File: config.mk
export PLATFORM = sky130hd
export DESIGN_NAME = psd_top
export DESIGN_NICKNAME = d
export VERILOG_FILES = /design/src/psd_pkg.sv /design/src/psd_top.sv /design/src/psd_mdix.sv
export VERILOG_INCLUDE_DIRS = /design/src
export SDC_FILE = /design/constraint.sdc
export NUM_CORES = 1
export LEC_CHECK = 0
export BUFFER_PORTS_ARGS = -buffer_cell sky130_fd_sc_hd__buf_2
export CAP_MARGIN = 20
export CELL_PAD_IN_SITES_DETAIL_PLACEMENT = 1
export CELL_PAD_IN_SITES_GLOBAL_PLACEMENT = 1
export CORE_ASPECT_RATIO = 2
export CORE_MARGIN = 2
export CORE_UTILIZATION = 44
export CTS_BUF_LIST = sky130_fd_sc_hd__clkbuf_16
export CTS_CLUSTER_DIAMETER = 150
export CTS_CLUSTER_SIZE = 40
export DETAILED_ROUTE_END_ITERATION = 6
export GPL_TIMING_DRIVEN = 0
export PLACE_DENSITY_LB_ADDON = 0.15
export SETUP_SLACK_MARGIN = 0.2
export SLEW_MARGIN = 30
export SYNTH_ARGS = -nofsm -noshare
export SYNTH_HDL_FRONTEND = slang
export SYNTH_SLANG_ARGS = --single-unit
File: constraint.sdc
create_clock -name clk_i -period 4.75 [get_ports clk_i]
set_input_delay 0.2375 -clock clk_i [delete_from_list [all_inputs] [get_ports clk_i]]
set_output_delay 0.2375 -clock clk_i [all_outputs]
set_load 0.03 [all_outputs]
File: src/psd_defs.svh
`ifndef PSD_DEFS_SVH
`define PSD_DEFS_SVH

// register byte offsets
`define PSD_CTRL_OFS 4'h0
`define PSD_STATUS_OFS 4'h4
`define PSD_MDIX_OFS 4'h8

// control register fields
`define PSD_CTRL_DUPLEX_BIT 8
`define PSD_CTRL_AN_EN_BIT 12
`define PSD_CTRL_SPEED_BIT 13
`define PSD_CTRL_RESET 32'h0000_3000

// crossover control fields
`define PSD_MDIX_DIS_BIT 0
`define PSD_MDIX_FORCE_BIT 1
`define PSD_MDIX_RESET 32'h0000_0000

// status register fields
`define PSD_ST_ADDR_LSB 0
`define PSD_ST_INTSEL_BIT 5
`define PSD_ST_REGOFF_BIT 6
`define PSD_ST_FULL_BIT 7
`define PSD_ST_SPEED_BIT 8
`define PSD_ST_SWAP_BIT 9
`define PSD_ST_LOCK_BIT 10

// strap defaults: pulled-up address, pulled-up function select, pulled-down regulator strap
`define PSD_ADDR_RESET 5'h1f
`define PSD_INTSEL_RESET 1'h1
`define PSD_REGOFF_RESET 1'h0

// timing
`define PSD_CLK_PERIOD_NS 10
`define PSD_MDIX_SLOT_NS 100000
`define PSD_MDIX_SLOT_CYC (`PSD_MDIX_SLOT_NS / `PSD_CLK_PERIOD_NS)

`endif

File: src/psd_pkg.sv
package psd_pkg;
    // crossover state, gray along hunt -> lock, forced off the path
    typedef enum logic [1:0] {
        PSD_MDIX_HUNT = 2'h0,
        PSD_MDIX_LOCK = 2'h1,
        PSD_MDIX_FORCED = 2'h3
    } psd_mdix_state_e;
    // management address
    typedef logic [4:0] psd_addr_t;
    // led lane group
    typedef logic [3:0] psd_led_t;
endpackage

File: src/psd_top.sv
// Operation
// - half duplex: carrier on transmit or receive
// - half duplex: receive during transmit is collision
// - full duplex: carrier follows receive only
// - full duplex: collision never asserted
// - detect partner pairs, map own pairs
// - register bit disables automatic crossover
// - sample regulator strap once supplies valid
// - floating regulator strap reads low, regulator on
// - latch function strap at reset release
// - strap high: interrupt out; low: transmit error
// - latch 5-bit address at reset release
// - floating address pin one, pulled-down zero
// - address bit high: led active low
// - address bit low: led active high
// - autoneg off: duplex, speed from control bits
`include "psd_defs.svh"

module psd_top #(
    parameter int MDIX_SLOT_CYC = `PSD_MDIX_SLOT_CYC
) (
    input wire logic clk_i,
    input wire logic rst_i,
    // wishbone slave
    input wire logic cyc_i,
    input wire logic stb_i,
    input wire logic we_i,
    input wire logic [3:0] adr_i,
    input wire logic [3:0] sel_i,
    input wire logic [31:0] dat_i,
    output logic [31:0] dat_o,
    output logic ack_o,
    // strap pins as seen (pull resolved)
    input wire psd_pkg::psd_led_t led_pin_i,
    input wire logic crs_pin_i,
    input wire logic shared_pin_function_strap_i,
    input wire logic regulator_off_strap_pin_i,
    input wire logic supplies_ok_i,
    // negotiated result and line activity
    input wire logic an_full_duplex_i,
    input wire logic an_speed_100_i,
    input wire logic tx_active_i,
    input wire logic rx_active_i,
    input wire logic rx_energy_i,
    input wire logic irq_i,
    input wire logic shared_pin_i,
    input wire psd_pkg::psd_led_t led_active_i,
    // outputs
    output psd_pkg::psd_led_t led_o,
    output psd_pkg::psd_led_t led_oe_o,
    output logic crs_o,
    output logic crs_oe_o,
    output logic col_o,
    output logic interrupt_output_low_o,
    output logic shared_oe_o,
    output logic transmit_symbol_bit_four_o,
    output logic regulator_off_o,
    output psd_pkg::psd_addr_t mgmt_addr_o,
    output logic full_duplex_o,
    output logic speed_100_o,
    output logic tx_pair_swap_o,
    output logic straps_done_o
);
    import psd_pkg::*;

    ////////////////////////////////////////////////////////////////
    // helpers

    // byte-lane merge of a write into a register
    function automatic logic [31:0] wb_merge(input logic [31:0] old_v,
                                             input logic [31:0] new_v,
                                             input logic [3:0] sel);
        logic [31:0] r;
        r = old_v;
        for (int i = 0; i < 4; i++) begin
            if (sel[i]) begin
                r[i*8 +: 8] = new_v[i*8 +: 8];
            end
        end
        return r;
    endfunction

    // led pin level from internal state and strap-chosen polarity
    function automatic psd_led_t led_drive(input psd_led_t act, input psd_led_t pol_low);
        return act ^ pol_low;
    endfunction

    ////////////////////////////////////////////////////////////////
    // declarations
    logic rst_q; // reset one cycle ago
    logic strap_cap; // first cycle after reset release
    psd_addr_t addr_reg; // latched management address
    logic intsel_reg; // latched pin function select
    logic regoff_reg; // latched regulator-off strap
    logic regoff_done_reg; // regulator strap sampled
    logic [31:0] ctrl_reg; // control register
    logic [31:0] mdix_reg; // crossover control register
    logic [31:0] status_v; // status read view
    logic mdix_locked; // crossover locked on partner
    logic wb_req; // new bus request this cycle

    assign strap_cap = rst_q && !rst_i;
    assign wb_req = cyc_i && stb_i && !ack_o;

    ////////////////////////////////////////////////////////////////
    // strap capture on reset release; regulator strap once supplies valid

    // reset history, sampled every cycle
    always_ff @(posedge clk_i) begin
        rst_q <= rst_i;
    end

    // address and function straps
    always_ff @(posedge clk_i) begin
        if (rst_i) begin
            addr_reg <= `PSD_ADDR_RESET;
            intsel_reg <= `PSD_INTSEL_RESET;
        end else if (strap_cap) begin
            addr_reg <= {crs_pin_i, led_pin_i};
            intsel_reg <= shared_pin_function_strap_i;
        end
    end

    // regulator strap, once after supplies are valid
    always_ff @(posedge clk_i) begin
        if (rst_i) begin
            regoff_reg <= `PSD_REGOFF_RESET;
            regoff_done_reg <= 1'b0;
        end else if (supplies_ok_i && !regoff_done_reg) begin
            regoff_reg <= regulator_off_strap_pin_i;
            regoff_done_reg <= 1'b1;
        end
    end

    // strap values to the pins' owners
    always_ff @(posedge clk_i) begin
        if (rst_i) begin
            straps_done_o <= 1'b0;
            mgmt_addr_o <= `PSD_ADDR_RESET;
            regulator_off_o <= `PSD_REGOFF_RESET;
        end else begin
            if (strap_cap) begin
                straps_done_o <= 1'b1;
            end
            mgmt_addr_o <= addr_reg;
            regulator_off_o <= regoff_reg;
        end
    end

    ////////////////////////////////////////////////////////////////
    // wishbone slave

    // register writes, lane by lane
    always_ff @(posedge clk_i) begin
        if (rst_i) begin
            ctrl_reg <= `PSD_CTRL_RESET;
            mdix_reg <= `PSD_MDIX_RESET;
        end else if (wb_req && we_i) begin
            if (adr_i == `PSD_CTRL_OFS) begin
                ctrl_reg <= wb_merge(ctrl_reg, dat_i, sel_i);
            end else if (adr_i == `PSD_MDIX_OFS) begin
                mdix_reg <= wb_merge(mdix_reg, dat_i, sel_i);
            end
        end
    end

    // status view of the block's own state
    always_comb begin
        status_v = 32'h0000_0000;
        status_v[`PSD_ST_ADDR_LSB +: 5] = addr_reg;
        status_v[`PSD_ST_INTSEL_BIT] = intsel_reg;
        status_v[`PSD_ST_REGOFF_BIT] = regoff_reg;
        status_v[`PSD_ST_FULL_BIT] = full_duplex_o;
        status_v[`PSD_ST_SPEED_BIT] = speed_100_o;
        status_v[`PSD_ST_SWAP_BIT] = tx_pair_swap_o;
        status_v[`PSD_ST_LOCK_BIT] = mdix_locked;
    end

    // one-cycle ack, read data latched with it; unmapped reads zero
    always_ff @(posedge clk_i) begin
        if (rst_i) begin
            ack_o <= 1'b0;
            dat_o <= 32'h0000_0000;
        end else begin
            ack_o <= wb_req;
            if (wb_req && !we_i) begin
                case (adr_i)
                    `PSD_CTRL_OFS: dat_o <= ctrl_reg;
                    `PSD_STATUS_OFS: dat_o <= status_v;
                    `PSD_MDIX_OFS: dat_o <= mdix_reg;
                    default: dat_o <= 32'h0000_0000;
                endcase
            end
        end
    end

    ////////////////////////////////////////////////////////////////
    // operating mode

    // negotiated or forced duplex and speed
    always_ff @(posedge clk_i) begin
        if (rst_i) begin
            full_duplex_o <= 1'b0;
            speed_100_o <= 1'b0;
        end else if (ctrl_reg[`PSD_CTRL_AN_EN_BIT]) begin
            full_duplex_o <= an_full_duplex_i;
            speed_100_o <= an_speed_100_i;
        end else begin
            full_duplex_o <= ctrl_reg[`PSD_CTRL_DUPLEX_BIT];
            speed_100_o <= ctrl_reg[`PSD_CTRL_SPEED_BIT];
        end
    end

    // carrier sense and collision
    always_ff @(posedge clk_i) begin
        if (rst_i) begin
            crs_o <= 1'b0;
            col_o <= 1'b0;
        end else if (full_duplex_o) begin
            crs_o <= rx_active_i;
            col_o <= 1'b0;
        end else begin
            crs_o <= tx_active_i || rx_active_i;
            col_o <= tx_active_i && rx_active_i;
        end
    end

    ////////////////////////////////////////////////////////////////
    // strap-shared pins: released while straps are read

    // led polarity from address straps
    always_ff @(posedge clk_i) begin
        if (rst_i) begin
            led_o <= 4'h0;
            led_oe_o <= 4'h0;
            crs_oe_o <= 1'b0;
        end else begin
            led_o <= led_drive(led_active_i, addr_reg[3:0]);
            led_oe_o <= {4{straps_done_o}};
            crs_oe_o <= straps_done_o;
        end
    end

    // shared interrupt / transmit error pin
    always_ff @(posedge clk_i) begin
        if (rst_i) begin
            interrupt_output_low_o <= 1'b1;
            shared_oe_o <= 1'b0;
            transmit_symbol_bit_four_o <= 1'b0;
        end else begin
            interrupt_output_low_o <= !irq_i;
            shared_oe_o <= straps_done_o && intsel_reg;
            transmit_symbol_bit_four_o <= straps_done_o && !intsel_reg && shared_pin_i;
        end
    end

    ////////////////////////////////////////////////////////////////
    // crossover
    psd_mdix #(
        .SLOT_CYC(MDIX_SLOT_CYC)
    ) psd_mdix_i (
        .clk_i(clk_i),
        .rst_i(rst_i),
        .auto_en_i(!mdix_reg[`PSD_MDIX_DIS_BIT]),
        .force_swap_i(mdix_reg[`PSD_MDIX_FORCE_BIT]),
        .rx_energy_i(rx_energy_i),
        .swap_o(tx_pair_swap_o),
        .locked_o(mdix_locked)
    );
endmodule

File: src/psd_mdix.sv
`include "psd_defs.svh"

module psd_mdix #(
    parameter int SLOT_CYC = `PSD_MDIX_SLOT_CYC
) (
    input wire logic clk_i,
    input wire logic rst_i,
    input wire logic auto_en_i,
    input wire logic force_swap_i,
    input wire logic rx_energy_i,
    output logic swap_o,
    output logic locked_o
);
    import psd_pkg::*;

    localparam int CW = $clog2(SLOT_CYC);

    psd_mdix_state_e state_reg; // crossover state
    logic [CW-1:0] cnt_reg; // hunting slot timer
    logic slot_end; // slot timer expired

    assign slot_end = (cnt_reg == CW'(SLOT_CYC - 1));

    ////////////////////////////////////////////////////////////////
    // state: hunt for partner energy, lock on it, or stay forced
    always_ff @(posedge clk_i) begin
        if (rst_i) begin
            state_reg <= PSD_MDIX_HUNT;
        end else begin
            case (state_reg)
                PSD_MDIX_HUNT: begin
                    if (!auto_en_i) begin
                        state_reg <= PSD_MDIX_FORCED;
                    end else if (rx_energy_i) begin
                        state_reg <= PSD_MDIX_LOCK;
                    end
                end
                PSD_MDIX_LOCK: begin
                    if (!auto_en_i) begin
                        state_reg <= PSD_MDIX_FORCED;
                    end else if (!rx_energy_i) begin
                        state_reg <= PSD_MDIX_HUNT;
                    end
                end
                PSD_MDIX_FORCED: begin
                    if (auto_en_i) begin
                        state_reg <= PSD_MDIX_HUNT;
                    end
                end
                default: begin
                    state_reg <= PSD_MDIX_HUNT;
                end
            endcase
        end
    end

    ////////////////////////////////////////////////////////////////
    // slot timer runs only while hunting
    always_ff @(posedge clk_i) begin
        if (rst_i || state_reg != PSD_MDIX_HUNT || slot_end) begin
            cnt_reg <= '0;
        end else begin
            cnt_reg <= cnt_reg + 1'b1;
        end
    end

    ////////////////////////////////////////////////////////////////
    // pair mapping: forced value when disabled, flipped per empty slot
    always_ff @(posedge clk_i) begin
        if (rst_i) begin
            swap_o <= 1'b0;
        end else if (!auto_en_i) begin
            swap_o <= force_swap_i;
        end else if (state_reg == PSD_MDIX_HUNT && !rx_energy_i && slot_end) begin
            swap_o <= ~swap_o;
        end
    end

    // lock flag for status
    always_ff @(posedge clk_i) begin
        if (rst_i) begin
            locked_o <= 1'b0;
        end else begin
            locked_o <= (state_reg == PSD_MDIX_LOCK);
        end
    end
endmodule

==> flow_summary.toml <==
[timing]
fmax_ghz = 0.531
rsz0062_at_grt = "false"
layout_setup_ws_ps = 2870
hold_viol = 0
clock_skew_ps = 8.89
fin_crit_ps = 1880
final.setup.tns_ps = 0
slew_headroom_pct = 54.6
final_max_slew_viol_count = 0
tightest_slew_ps = 681
period_share_pct = 39.6
final-setup-viol-count = 0

[drt]
routed_wirelength_um = 15000
drc = 0
final_antenna_net_count = 0
drt_first_pass_iters = 5
drtIter0Drc = 108
via_per_inst = 5.18
vias = 4375
wl_per_cell_um = 17.8

[cells_and_area]
drive_gt1_share_pct = 26.3
diodes = 0
instances_no_fill = 845
post-route-util_pct = 56.0
fillers = 1446
syn_to_final_growth_pct = 25.3
fin_nets = 747

[cts]
cts_buffer_depth = 2
htreeDepth = 4
cts_buffers = 17
root_buffer = "clkbuf_16"
cts_tree = "yes"
clkTransAtPathRegs_ps = 60
cts_sinks = 143
cts_resized = 0
insertion_delay_ps = 410

[synth]
yosys.area.top_type = "dfxtp_1"
synth_commonest_cells = "143 x dfxtp_1, 102 x nor2_1, 98 x mux2i_1"
seq_area_frac_synth_pct = 51.6
syn_avg_cell_area_um2 = 10.2
synth_fp_nets = 608
netlist_instances = 543
synth_most_common_cell = "dfxtp_1"
synth_area_um2 = 5540
synthTopCellsByArea = "dfxtp_1 52%, mux2i_1 18%, nor2_1 6.9%"
synth_top_area_share_pct = 51.6
ys_warn_count = 0
synth.distinct_cells = 45
synthArstFlopShare_pct = 0
yosys_most_used_dff = "dfxtp_1"
synth_edf_count = 0
synth_seq_cells = 143

[pwr]
power.density_nw_per_um2 = 399
p_leak_nw = 3.38
p_total_mw = 2.77
ir_drop_v = 0.000266

[floorplanning]
io_pins = 121
start_util_pct = 44.7
coreArea_um2 = 12400
die_w_um = 83.4
die_h_um = 163
dieArea_um2 = 13600
rows = 58

[placed_design]
pre_cts_slack_ps = 2630
dp_hpwl_um = 10500
io_buffers = 119
gp_congestion = 0.726
placedCellCount = 812

[job]
cap_viol_max_count = 0

[setup_path]
end_kind = "register"
crit_fanout = 10
crit_path_cell_trace = "ha_1, and3_1, nand4_1, nand2_1, clkbuf_1, nor2_1"
cp-start-kind = "register"
slowest_delay_ps = 420
arrival_ps = 2160
crit_required_ps = 5030
cpMaxStageDelayCell = "clkbuf_1"
path_class = "register to register"

[grt]
antenna_found_initial = 0
grt_overflow = 0
first_global_vias = 4694
grtUsageTotal_pct = 23.0
grt_pass1_wl_um = 24500
grt_start_max_net_pins = 17

[min_path]
hp-class = "input port to register"

[status]
status = "finished, final reports clean"
[routing by layer]
layer,track usage (%),vias to the layer above,wire length [µm]
li1,-,2147,-
met1,28.0,2119,6460
met2,41.1,101,7840
met3,5.68,8,599
met4,4.92,0,110
met5,0,-,0
[critical path: cells and delay by family (launching register included)]
family	cells	cell delay [ps]
adder cells (fa/ha/maj)	1	250
buffers and inverters	1	420
flip-flops	1	370
AND/OR/NAND/NOR	4	700
[cell type report]
cell class / count / area (µm²) / area share, %
Timing Repair Buffer: 120 / 606 / 8.72
Clock inverter: 15 / 183 / 2.63
Buffer: 34 / 168 / 2.41
Sequential cell: 143 / 2860 / 41.2
Inverter: 2 / 7.51 / 0.108
Tap cell: 150 / 188 / 2.70
Clock buffer: 17 / 425 / 6.13
Multi-Input combinational cell: 364 / 2500 / 36.1
[cells in the final DEF, fill, tap and decap left out, types with 4 or more instances in the layout]
master	n
clkbuf_1	21
xnor2_1	11
mux2i_1	98
nor2_1	102
nor3_1	5
a211o_1	6
dfxtp_1	143
nand4_2	4
buf_2	124
buf_4	5
nand4_1	6
a22oi_1	11
inv_6	5
and3_1	5
xor2_1	5
clkbuf_16	17
nand3_2	4
nor2b_1	12
nand2_1	26
or2_2	5
o2bb2ai_1	11
o21ai_1	17
[repair_timing]
item	CTS	global route
endpoints found under the hold margin	1	0
hold buffers	1	0
setup buffers	0	0
setup endpoints to repair	0	0
[cells by family after synthesis]
group | Yosys count | share of synthesized area, %
buffers and inverters | 36 | 3.16
adder cells (fa/ha/maj) | 1 | 0.226
XOR/XNOR | 16 | 2.53
AO/OA/AOI/OAI | 55 | 7.09
multiplexers | 98 | 17.7
flip-flops | 143 | 51.6
AND/OR/NAND/NOR | 194 | 17.7
[final timing paths]
kind	cells after the start	slack, ps	start	to
hold reg to reg	2	440	dat_o[18]$_SDFFE_PP0P_	dat_o[18]$_SDFFE_PP0P_
setup / recovery	6	2870	psd_mdix_i.cnt_reg[0]$_SDFF_PP0_	psd_mdix_i.cnt_reg[8]$_SDFF_PP0_
hold / removal	1	20	rst_i	rst_q$_DFF_P_
setup reg to reg	6	2870	psd_mdix_i.cnt_reg[0]$_SDFF_PP0_	psd_mdix_i.cnt_reg[8]$_SDFF_PP0_
[stage by stage]
stage / hold slack, ps / cell area (µm²)
global placement: 408 / 6330
floorplan: 265 / 5540
finish: 23.4 / 6940
global route: 11.0 / 6940
detailed placement: 414 / 6330
CTS: 9.37 / 6940
[report_power, final]
part,leakage (nW),switching [mW],internal (mW),total (mW)
Sequential,1.16,0.0128,1.22,1.23
Combinational,1.93,0.103,0.0607,0.164
Clock,0.289,0.540,0.833,1.37
Note: power is estimated with default switching activity, not from simulation.
